## config.mk

```make
export PLATFORM = sky130hd
export DESIGN_NAME = mcg_top
export DESIGN_NICKNAME = d
export VERILOG_FILES = /design/src/common/mcg_pkg.sv /design/src/hw/mcg_top.sv /design/src/hw/mcg_conv.sv
export SDC_FILE = /design/constraint.sdc
export NUM_CORES = 1
export LEC_CHECK = 0
export BUFFER_PORTS_ARGS = -buffer_cell sky130_fd_sc_hd__clkbuf_2
export CORE_UTILIZATION = 40
export DETAILED_ROUTE_END_ITERATION = 16
export REMOVE_ABC_BUFFERS = 1
export SYNTH_ARGS = -nofsm -noshare
export SYNTH_HDL_FRONTEND = slang
export SYNTH_SLANG_ARGS = --single-unit
export TNS_END_PERCENT = 10
```

## constraint.sdc

```tcl
create_clock -name clock_i -period 5.3 [get_ports clock_i]
set_clock_uncertainty 0.2 [all_clocks]
set_input_delay 0.795 -clock clock_i [delete_from_list [all_inputs] [get_ports clock_i]]
set_output_delay 0.795 -clock clock_i [all_outputs]
set_load 0.03 [all_outputs]
```

## src/common/mcg_pkg.sv

```systemverilog
// package of constants for the multi-converter bus glue
package mcg_pkg;
   // ---------------------------------------------------------------
   // address map
   // ---------------------------------------------------------------
   localparam logic [15:0] BASE_ADDR     = 16'h5000;
   localparam int          PAGE_MSB      = 15;
   localparam int          PAGE_LSB      = 12;
   localparam int          SEL_BITS      = 3;
   localparam logic [8:0]  FULL_MASK_HI  = 9'h000;
   // ---------------------------------------------------------------
   // converter model timing
   // ---------------------------------------------------------------
   localparam int          CLK_MHZ       = 100;
   localparam int          CONV_US       = 100;
   localparam int          CONV_CYCLES   = CONV_US * CLK_MHZ;
   localparam int          CCLK_DIV      = 78;
   localparam int          CCLK_PER_CONV = 64;
   localparam logic [7:0]  RESULT_RESET  = 8'h00;
endpackage : mcg_pkg

```

## src/hw/mcg_top.sv

```systemverilog
// multi-converter group behind a memory-mapped phase-2 processor bus
`timescale 1ns/1ps
module mcg_top #(
   parameter int NUM_CONV   = 8,
   parameter bit FULL_DEC   = 1'b0,
   parameter int CCLK_DIV   = mcg_pkg::CCLK_DIV,
   parameter int CONV_TICKS = mcg_pkg::CCLK_PER_CONV
) (
   // clock and reset
   input  wire logic                  clock_i,
   input  wire logic                  rst_i,
   // processor bus pins
   input  wire logic [15:0]           address_i,
   input  wire logic                  read_not_write_i,
   input  wire logic                  valid_memory_address_i,
   input  wire logic                  bus_phase2_clock_i,
   input  wire logic [7:0]            data_i,
   output logic [7:0]                 data_o,
   output logic                       data_oe_o,
   // analog channels, one byte per converter
   input  wire logic [NUM_CONV*8-1:0] sample_i,
   // combined interrupt request, active low
   output logic                       irq_n_o,
   // per-converter done lines, active low
   output logic [NUM_CONV-1:0]        conversion_done_n_o
);
   // ---------------------------------------------------------------
   // pin synchronisers (three stages, change counted when 2 and 3 agree)
   // ---------------------------------------------------------------
   // shift stages, stage 0 meets the pin
   logic [2:0] s_rnw;
   logic [2:0] s_vma;
   logic [2:0] s_ph2;
   // filtered levels and the delayed phase-2 for edge finding
   logic       rnw;
   logic       valid_memory_address;
   logic       ph2;
   logic       ph2_q;
   logic       next_rnw;
   logic       next_vma;
   logic       next_ph2;

   // reset matches the idle pin levels so no false edge follows reset
   always_ff @(posedge clock_i) begin
      if (rst_i) begin
         s_rnw <= 3'h7;
         s_vma <= 3'h0;
         s_ph2 <= 3'h0;
      end else begin
         s_rnw <= {s_rnw[1:0], read_not_write_i};
         s_vma <= {s_vma[1:0], valid_memory_address_i};
         s_ph2 <= {s_ph2[1:0], bus_phase2_clock_i};
      end
   end

   // filtered levels follow only when stages two and three agree
   always_comb begin
      next_rnw = (s_rnw[1] == s_rnw[2]) ? s_rnw[2] : rnw;
      next_vma = (s_vma[1] == s_vma[2]) ? s_vma[2] : valid_memory_address;
      next_ph2 = (s_ph2[1] == s_ph2[2]) ? s_ph2[2] : ph2;
   end

   // registered filtered levels; ph2_q gives the rising edge of phase 2
   always_ff @(posedge clock_i) begin
      if (rst_i) begin
         rnw   <= 1'b1;
         valid_memory_address   <= 1'b0;
         ph2   <= 1'b0;
         ph2_q <= 1'b0;
      end else begin
         rnw   <= next_rnw;
         valid_memory_address   <= next_vma;
         ph2   <= next_ph2;
         ph2_q <= ph2;
      end
   end

   // address is held stable through phase 2 by the bus, so sample it plainly there
   // ---------------------------------------------------------------
   // decode and strobes
   // ---------------------------------------------------------------
   function automatic logic page_hit(input logic [15:0] a);
      page_hit = a[mcg_pkg::PAGE_MSB:mcg_pkg::PAGE_LSB]
                 == mcg_pkg::BASE_ADDR[mcg_pkg::PAGE_MSB:mcg_pkg::PAGE_LSB];
   endfunction : page_hit

   // decode results
   logic       cs;
   logic       ph2_rise;
   logic       wr_stb;
   logic       rd_act;
   logic [2:0] sel;

   // chip select and strobes from the synchronised controls, reader index from the plain address pins
   always_comb begin
      cs = valid_memory_address && page_hit(address_i);
      // full decode trades a wider compare for no aliasing across the page
      if (FULL_DEC) begin
         cs = cs && (address_i[mcg_pkg::PAGE_LSB-1:mcg_pkg::SEL_BITS] == mcg_pkg::FULL_MASK_HI);
      end
      ph2_rise = ph2 && !ph2_q;
      wr_stb   = cs && !rnw && ph2_rise;
      rd_act   = cs && rnw && ph2;
      // three select bits cap one group at eight readers
      sel      = address_i[mcg_pkg::SEL_BITS-1:0];
   end

   // ---------------------------------------------------------------
   // shared conversion clock from one divider in the top, outside the converters
   // ---------------------------------------------------------------
   logic [15:0] div_cnt;
   logic [15:0] next_div_cnt;
   logic        cclk_tick;
   logic        next_cclk_tick;

   // a single divider feeds every channel so they never drift apart
   always_comb begin
      next_cclk_tick = 1'b0;
      next_div_cnt   = div_cnt + 16'h0001;
      if (div_cnt == 16'(CCLK_DIV - 1)) begin
         next_div_cnt   = 16'h0000;
         next_cclk_tick = 1'b1;
      end
   end

   // tick is registered so every channel sees it in the same cycle
   always_ff @(posedge clock_i) begin
      if (rst_i) begin
         div_cnt   <= 16'h0000;
         cclk_tick <= 1'b0;
      end else begin
         div_cnt   <= next_div_cnt;
         cclk_tick <= next_cclk_tick;
      end
   end

   // ---------------------------------------------------------------
   // converters
   // ---------------------------------------------------------------
   // per-channel done and result
   logic [NUM_CONV-1:0] done_n;
   logic [7:0]          res [NUM_CONV];

   // every channel gets the same start and tick, so all sample at once
   for (genvar g = 0; g < NUM_CONV; g++) begin : g_conv
      mcg_conv #(.CONV_TICKS(CONV_TICKS)) u_conv (
         .clock_i             (clock_i),
         .rst_i               (rst_i),
         .cclk_tick_i         (cclk_tick),
         .start_i             (wr_stb),
         .sample_i            (sample_i[g*8 +: 8]),
         .conversion_done_n_o (done_n[g]),
         .result_o            (res[g])
      );
   end

   // ---------------------------------------------------------------
   // read path, interrupt and done outputs
   // ---------------------------------------------------------------
   logic [NUM_CONV-1:0] rd_en;
   logic [7:0]          rd_mux;
   logic [7:0]          next_data;
   logic                next_oe;
   logic                next_irq_n;

   // one-hot read enable: at most one converter ever feeds the shared bus
   always_comb begin
      rd_en  = '0;
      rd_mux = 8'h00;
      for (int i = 0; i < NUM_CONV; i++) begin
         rd_en[i] = rd_act && (int'(sel) == i);
         if (rd_en[i]) begin
            rd_mux = res[i];
         end
      end
   end

   // addresses past the last converter leave the bus undriven
   always_comb begin
      next_oe    = |rd_en;
      next_data  = rd_mux;
      next_irq_n = !(&(~done_n));
   end

   // ---------------------------------------------------------------
   // output registers: every port leaves straight from a flip-flop
   // ---------------------------------------------------------------

   always_ff @(posedge clock_i) begin
      if (rst_i) begin
         data_o              <= 8'h00;
         data_oe_o           <= 1'b0;
         irq_n_o             <= 1'b1;
         conversion_done_n_o <= '1;
      end else begin
         data_o              <= next_data;
         data_oe_o           <= next_oe;
         irq_n_o             <= next_irq_n;
         conversion_done_n_o <= done_n;
      end
   end

   // data_i is unused: writes only start conversions, their data are ignored
   logic unused_data;
   assign unused_data = ^data_i;
endmodule : mcg_top

```

## src/hw/mcg_conv.sv

```systemverilog
// one converter channel: start latch, done flag, sampled result register
`timescale 1ns/1ps
module mcg_conv #(
   parameter int CONV_TICKS = mcg_pkg::CCLK_PER_CONV
) (
   // clock and reset
   input  wire logic       clock_i,
   input  wire logic       rst_i,
   // shared conversion clock tick and start
   input  wire logic       cclk_tick_i,
   input  wire logic       start_i,
   // analog sample, already digitised at the shared sampling instant
   input  wire logic [7:0] sample_i,
   // status and result
   output logic            conversion_done_n_o,
   output logic [7:0]      result_o
);
   logic [7:0]  held;
   logic [7:0]  next_held;
   logic [15:0] cnt;
   logic [15:0] next_cnt;
   logic        busy;
   logic        next_busy;
   logic        done_n;
   logic        next_done_n;
   logic [7:0]  res;
   logic [7:0]  next_res;

   // sample at start, count shared clock ticks, publish result
   always_comb begin
      next_held   = held;
      next_cnt    = cnt;
      next_busy   = busy;
      next_done_n = done_n;
      next_res    = res;
      if (start_i) begin
         next_held   = sample_i;
         next_cnt    = 16'h0000;
         next_busy   = 1'b1;
         next_done_n = 1'b1;
      end else if (busy && cclk_tick_i) begin
         if (cnt == 16'(CONV_TICKS - 1)) begin
            next_busy   = 1'b0;
            next_res    = held;
            next_done_n = 1'b0;
         end else begin
            next_cnt = cnt + 16'h0001;
         end
      end
   end

   always_ff @(posedge clock_i) begin
      if (rst_i) begin
         held   <= mcg_pkg::RESULT_RESET;
         cnt    <= 16'h0000;
         busy   <= 1'b0;
         done_n <= 1'b1;
         res    <= mcg_pkg::RESULT_RESET;
      end else begin
         held   <= next_held;
         cnt    <= next_cnt;
         busy   <= next_busy;
         done_n <= next_done_n;
         res    <= next_res;
      end
   end

   assign conversion_done_n_o = done_n;
   assign result_o            = res;
endmodule : mcg_conv

```

; Word level (Yosys, flattened, before mapping)
; Index checks and enable logic that the tools add are counted.
[word_totals]
register_bits = 320
inputBits = 93
output_inout_bits = 18
wordCells = 203
[classes]
addsub = 9
n_eq_ne = 20
mux = 33
n_bitwise = 10
reduce_logical = 78
[ops]
columns = operator, count
row1 = "adder 16 x 1 -> 16 bit, second input constant", 9
row2 = "equality test 16 x 6 -> 1 bit, second input constant", 8
row3 = two-way mux 8 bit, 8
row4 = AND reduction 2 bit, 24
row5 = nonzero test 2 bit, 16
row6 = two-way mux 1 bit, 25
row7 = AND reduction 3 bit, 8
row8 = logical AND 1 bit, 22
row9 = "equality test 16 x 7 -> 1 bit, second input constant", 1
row10 = "equality test 3 bit, second input constant", 4
row11 = inverter 1 bit, 9
row12 = inverter 8 bit, 1
row13 = AND reduction 8 bit, 1
row14 = OR reduction 8 bit, 1
row15 = "equality test 3 x 2 -> 1 bit, second input constant", 2
row16 = "equality test 4 x 3 -> 1 bit, second input constant", 1
row17 = OR reduction 2 bit, 2
row18 = equality test 1 bit, 3
row19 = "equality test 3 x 1 -> 1 bit, second input constant", 1
row20 = logical NOT 1 bit, 3
row21 = logical NOT 3 bit, 1

; Longest topological paths before layout
; Gate-level depths: netlist (run 1).
[depth]
ltp_word = 13
mapped_depth = 7
ltp_nobuf = 6

; Cells and area by module
; From an unflattened synthesis (run 1), not the netlist that was laid out.
[hier_totals]
cells_unflattened = 1591
hier_area_um2 = 14039.7
[by_module_without_submodules]
columns = mod, instances, cells_per_inst, area_each_um2, seq_area_each_um2
row1 = mcg_conv, 8, 169, 1475.2, 680.7
row2 = mcg_top, 1, 239, 2238.4, 960.9

; Least setup slack after synthesis (run 1)
; Ideal clock, no wire load.
[synth_timing]
path_type = input-to-reg
startpoint = in address_i[13]
endpoint = reg g_conv[0].u_conv.cnt[10]
setup_ps = 117
t_arrival_ps = 2194
t_required_ps = 4983
setup_slack_ps = 2788
cell_stages = 7
n_path_buf = 3
path_cell_list = and4b_1 nand4b_2 nand2b_1 clkbuf_1 buf_2 buf_2 nor2_1
[synth_between]
elab_chain_len = 5
[synth_lines]
columns = item, line
row1 = from (decl), mcg_top.sv:13  ; input wire logic [15:0] address_i,
row2 = equality test 4 x 3 -> 1 bit, mcg_top.sv:84  ; == mcg_pkg::BASE_ADDR[mcg_pkg::PAGE_MSB:mcg_pkg::PAGE_LSB];
row3 = logical AND 1 bit, mcg_top.sv:96  ; cs = valid_memory_address && page_hit(address_i);
row4 = logical AND 1 bit (2 in series), mcg_top.sv:102  ; wr_stb = cs && !rnw && ph2_rise;
row5 = OR reduction 2 bit (no source line), --
row6 = to (signal assigned), mcg_conv.sv:61  ; cnt <= next_cnt;
row7 = to (decl), mcg_conv.sv:20  ; logic [15:0] cnt;
; Every way passes these cells.
; A chain may end at the register's enable or synchronous reset.

; Worst setup path in the final report (run 1)
[layout_timing]
startpoint = reg g_conv[5].u_conv.cnt[0]
endpoint = reg g_conv[5].u_conv.res[1]
[layout_between]
elab_chain_len = 2
[layout_lines]
columns = item, line
row1 = from (decl), mcg_conv.sv:20
row2 = from (signal assigned), mcg_conv.sv:61
row3 = equality test 16 x 6 -> 1 bit, mcg_conv.sv:42  ; if (cnt == 16'(CONV_TICKS - 1)) begin
row4 = AND reduction 3 bit (no source line), --
row5 = to (signal assigned), mcg_conv.sv:58  ; res <= mcg_pkg::RESULT_RESET;
row6 = to (signal assigned), mcg_conv.sv:64  ; res <= next_res;
row7 = to (decl), mcg_conv.sv:26  ; logic [7:0] res;
; Every way passes these cells.

==> flow_metrics.tcl, run 1 <==
set metrics [dict create \
    status "finished, final reports clean" \
    rows 66 \
    p_total_mw 5.22 \
    wire_per_inst_um 14.5 \
    hold_violations 0 \
    via_per_inst 5.06 \
    drive_gt1_share_pct 13.6 \
    ant_nets 0 \
    clk_pin_slew_ns 0.06 \
    grt_usage_pct 17.6 \
    required_ns 5.48 \
    vias 10100 \
    grt.overflow.total 0 \
    place.gp.congestion 0.775 \
    cts_sinks 320 \
    r2r_start "g_conv[5].u_conv.cnt[0]" \
    cts_buffers 35 \
    fp.dieH_um 183 \
    initial_core_util_pct 40.5 \
    ios 111 \
    drv_cap 0 \
    postSynthCellCount 1464 \
    ff_latch_area_um2 6410 \
    antenna_found_initial 0 \
    dr.first_iter.drc_count 502 \
    layout_common_cells "dfxtp_1, nor2_1, nand2_1" \
    hold_class "register to register" \
    maxSlewViolCount 0 \
    grt_max_degree 84 \
    postLayoutCellArea_um2 15300 \
    multiInputGateArea_um2 6430 \
    die_w_um 183 \
    cp_max_fo 17 \
    worst_pin_slew_ns 1.02 \
    fill_cells 3100 \
    seq_area_frac_synth_pct 48.7 \
    ys_async_sr_fraction_pct 0 \
    core_um2 32500 \
    fmax_mhz 326 \
    fin_cells 2000 \
    rsz0062_at_grt "no" \
    clockBufferDepth 3 \
    cp_data_arrival_time_ns 3.25 \
    period_share_pct 57.8 \
    syn-cell-area_um2 13100 \
    cts_hold_buf 0 \
    clk_latency_ns 0.52 \
    avgSynthCellArea_um2 8.98 \
    cts_tree "built" \
    end_kind "register" \
    ys_warn_count 0 \
    grt_pass1_wl_um 48300 \
    die_area_um2 33600 \
    ctsRootBufferMaster "clkbuf_16" \
    synth_ff_type "dfxtp_1" \
    synth.ff_latch_count 320 \
    n_antenna_cell 0 \
    irDropWorstVdd_mv 0.224 \
    drt_pre_antenna_iters 5 \
    setup_slack_ns 2.23 \
    nNetsFinal 1635 \
    placement.io_buffers 93 \
    timing.critical_path.from "g_conv[5].u_conv.cnt[0]" \
    wl_um 29000 \
    setup_violations 0 \
    dpl-instance-area_um2 14000 \
    final_common_cell "dfxtp_1" \
    drt_drc_violations_left 0 \
    criticalPathCategory "register to register" \
    synth_edf_count 0 \
    max_slew_margin_pct 31.5 \
    dp.cells 1937 \
    synth.distinct_cells 56 \
    min_from "s_rnw[0]" \
    power-per-cell-area_nw_per_um2 342 \
    post-route-min-period_ns 3.07 \
    cts.htree.levels 2 \
    areaGrowthSynthToFinish_pct 16.2 \
    dp_worst_setup_slack_ns 2.14 \
    dpl.hpwl_um 19100 \
    cp-start-kind "register" \
    first_global_vias 9746 \
    cts-resized-gates 0 \
    leakage_nw 5.98 \
    cts_setup_buffers 0 \
]
==> per-stage QoR <==
step | TNS (ns) | util (%) | hold slack, ns
floorplan | -0.300 | - | 0.189
global placement | 0 | 43.0 | 0.193
detailed placement | 0 | 43.0 | 0.196
CTS | 0 | 47.1 | 0.210
global route | 0 | 47.1 | 0.223
finish | 0 | 47.1 | 0.209
==> layer usage <==
metal | vias to the layer above | wire, um | part of all wire, % | global-route usage (%)
met5 | - | 0 | 0 | 0
met4 | 0 | 511 | 1.8 | 5.07
met3 | 32 | 1230 | 4.3 | 2.86
met2 | 185 | 13100 | 45 | 28.3
met1 | 4778 | 14100 | 49 | 24.3
li1 | 5132 | - | - | -
==> Yosys cell counts, types with 19 or more instances <==
library cell | number | area share [%]
a21oi_1 | 96 | 3.7
and3_1 | 24 | 1.1
clkbuf_1 | 54 | 1.5
dfxtp_1 | 320 | 49
mux2i_1 | 76 | 5.8
nand2_1 | 207 | 5.9
nand3_1 | 56 | 2.1
nand4_1 | 51 | 2.4
nor2_1 | 236 | 6.7
nor3_1 | 25 | 0.95
o21ai_0 | 19 | 0.72
xnor2_1 | 41 | 2.7
xor2_1 | 78 | 5.2
==> where the power goes <==
part / switching [mW] / internal, mW
clock: 0.990 / 1.72
sequential: 0.00334 / 2.41
combinational: 0.0677 / 0.0355
==> kinds of logic (layout without fill, tap and decap cells) <==
logic type | Yosys count | in the layout | share of synthesized area (%)
adder cells (fa/ha/maj) | 10 | 10 | 0.952
AO/OA/AOI/OAI | 129 | 129 | 5.23
buffers and inverters | 82 | 176 | 2.47
XOR/XNOR | 119 | 119 | 7.93
AND/OR/NAND/NOR | 714 | 714 | 26.8
multiplexers | 90 | 90 | 7.93
flip-flops | 320 | 320 | 48.7
==> worst max-delay path, stage by stage, from the launching register on <==
cell and delay [ns]:
dfxtp_1 0.36, ha_1 0.22, nor4b_1 0.32, nand4_1 0.63
nand3b_1 0.81, mux2i_1 0.33, nor2_1 0.06
==> final timing paths <==
check,to,slack [ns],cells after the start
worst min-delay path,s_rnw[1],0.21,1
worst max-delay path,g_conv[5].u_conv.result_o[1],2.23,6
worst max register to register,g_conv[5].u_conv.result_o[1],2.23,6
worst min register to register,s_rnw[1],0.21,1
==> layout make-up <==
type | count | area share, %
multi-input cells | 1062 | 42.1
flip-flops and latches | 320 | 41.9
clock buffers | 47 | 6.76
well taps | 442 | 3.62
repair buffers | 101 | 3.46
clock inverters | 16 | 1.83
inverters | 12 | 0.295
==> registers in the layout (all words and copies together), names as in the netlist <==
name                               count
g_conv.u_conv.cnt                    128
g_conv.u_conv.held                    64
g_conv.u_conv.result_o                64
div_cnt                               16
conversion_done_n_o                    8
data_o                                 8
g_conv.u_conv.busy                     8
g_conv.u_conv.conversion_done_n_o      8
s_ph2                                  3
s_rnw                                  3
s_vma                                  3
cclk_tick                              1
data_oe_o                              1
irq_n_o                                1
ph2                                    1
ph2_q                                  1
rnw                                    1
valid_memory_address                   1
Power figures use the tool's default switching activity.
==> run 2: changes to the inputs <==
==> constraint.sdc (replaced) <==
create_clock -name clock_i -period 2.7 [get_ports clock_i]
set_clock_uncertainty 0.2 [all_clocks]
set_input_delay 0.405 -clock clock_i [delete_from_list [all_inputs] [get_ports clock_i]]
set_output_delay 0.405 -clock clock_i [all_outputs]
set_load 0.03 [all_outputs]
==> run 2 against run 1 <==
Compared with the run above: sequential cell count did not move; global-route usage rose by 0.32 points; design area increased by 5.3%; critical endpoint is now g_conv[2].u_conv.result_o[4]; first-iteration DRC count down 6.6%; routed wire length up 3.7%; via count increased by 2.4%.
==> flow_metrics.tcl, run 2 (synthesis gave the netlist of run 1 again) <==
set metrics [dict create \
    layout_common_cells "dfxtp_1, nor2_1, nand2_1" \
    p_total_mw 10.1 \
    die_w_um 183 \
    grt_pass1_wl_um 48900 \
    largest_register_ffs 128 \
    ff_latch_area_um2 6410 \
    required_ns 2.88 \
    ios 111 \
    cts_buffers 35 \
    r2r_start "g_conv[2].u_conv.cnt[7]" \
    fp.dieH_um 183 \
    fill_cells 3049 \
    clk_pin_slew_ns 0.06 \
    n_antenna_cell 0 \
    cp.depth 5 \
    drive_gt1_share_pct 14.0 \
    clockBufferDepth 3 \
    crit_chain "or4_1, nor4_4, nand3_2, mux2i_1, nor2_1" \
    drt_pre_antenna_iters 6 \
    dr.first_iter.drc_count 469 \
    hold_violations 0 \
    maxSlewViolCount 0 \
    irDropWorstVdd_mv 0.428 \
    grt_max_degree 72 \
    clk_latency_ns 0.51 \
    core_um2 32500 \
    nNetsFinal 1724 \
    utilization_pct 49.6 \
    worstPathBufferInverterCount 0 \
    crit_path_max_incr_delay_ns 0.63 \
    final_common_cell "dfxtp_1" \
    post-route-min-period_ns 2.34 \
    cts_tree "built" \
    placement.io_buffers 93 \
    cp_slowest_cell "or4_1" \
    cp_top_family "simple AND/OR/NAND/NOR gates" \
    place.gp.congestion 0.822 \
    r2r_cells 5 \
    holdPathEnd "cclk_tick" \
    grt_usage_pct 17.9 \
    antenna_found_initial 0 \
    cts.htree.levels 2 \
    wl_um 30000 \
    drt_drc_violations_left 0 \
    max_slew_margin_pct 39.0 \
    cp_max_fo 8 \
    status "finished, final reports clean" \
    worstReg2RegEnd "g_conv[2].u_conv.result_o[4]" \
    power-per-cell-area_nw_per_um2 629 \
    wire_per_inst_um 14.4 \
    ant_nets 0 \
    rsz0062_at_grt "no" \
    ctsRootBufferMaster "clkbuf_16" \
    cp-start-kind "register" \
    initial_core_util_pct 40.5 \
    hold_depth 2 \
    cp_data_arrival_time_ns 2.52 \
    via_per_inst 4.96 \
    areaGrowthSynthToFinish_pct 22.4 \
    end_kind "register" \
    min_from "rst_i" \
    setup-tns-final_ns 0 \
    die_area_um2 33600 \
    fmax_mhz 428 \
    largest-register "g_conv.u_conv.cnt" \
    rows 66 \
    worst_pin_slew_ns 0.911 \
    hold_class "input port to register" \
    drv_cap 0 \
    leakage_nw 6.34 \
    multiInputGateArea_um2 6430 \
    criticalPathCategory "register to register" \
    setup_violations 0 \
    rrSetupSlack_ns 0.36 \
    cts_sinks 320 \
    first_global_vias 9736 \
    dpl.hpwl_um 20200 \
    vias 10400 \
    grt.overflow.total 0 \
    period_share_pct 86.6 \
]
-- run 2: cell count changes in the layout (fill, tap and decap cells not counted), sizes merged --
cell         change
buf             +22
bufinv           -2
clkbuf           +2
clkinvlp         +1
dlygate4sd3     +67
inv              -2
-- run 2: repair_timing --
item                                   CTS  global route
resized for setup                        0             0
endpoints found under the hold margin   67             0
hold buffers                            67             0
buffers inserted                         0             0
-- run 2: layout make-up --
type	instances	area share (%)
Clock buffer	49	6.53
Clock inverter	13	1.23
Inverter	12	0.280
Multi-Input combinational cell	1062	40.0
Sequential cell	320	39.8
Tap cell	442	3.44
Timing Repair Buffer	190	8.71
-- run 2: worst max path at each step --
stage	startpoint	to
2_1_floorplan	address_i[13]	g_conv[0].u_conv.cnt[13]
3_5_place_dp	address_i[13]	g_conv[6].u_conv.cnt[1]
6_report	g_conv[2].u_conv.cnt[7]	g_conv[2].u_conv.result_o[4]
3_3_place_gp	address_i[13]	g_conv[1].u_conv.cnt[1]
4_1_cts	g_conv[2].u_conv.cnt[7]	g_conv[2].u_conv.result_o[4]
5_1_grt	ph2	g_conv[6].u_conv.cnt[1]
-- run 2: report_power, final --
part	switching [mW]	leakage (nW)	internal, mW
sequential	0.00646	2.58	4.73
combinational	0.153	3.16	0.145
clock	1.89	0.609	3.19
total	2.05	6.34	8.07
-- run 2: per-stage QoR --
step | instances | area, um2 | worst slack (ns) | hold slack [ns]
2_1_floorplan | 1394 | 12900 | -2.35 | 0.189
3_3_place_gp | 1959 | 14200 | 0.246 | 0.200
3_5_place_dp | 1959 | 14200 | 0.253 | 0.216
4_1_cts | 2088 | 16100 | 0.342 | 0.0584
5_1_grt | 2088 | 16100 | 0.205 | 0.0798
6_report | 2088 | 16100 | 0.363 | 0.0726
-- run 2: layer usage --
metal	GRT usage, %	wire [um]	up-vias	share of wire (%)
li1	-	-	5324	-
met1	24.4	14300	4792	48
met2	29.1	13600	200	45
met3	3.16	1390	50	4.6
met4	4.97	642	0	2.1
met5	0	0	-	0
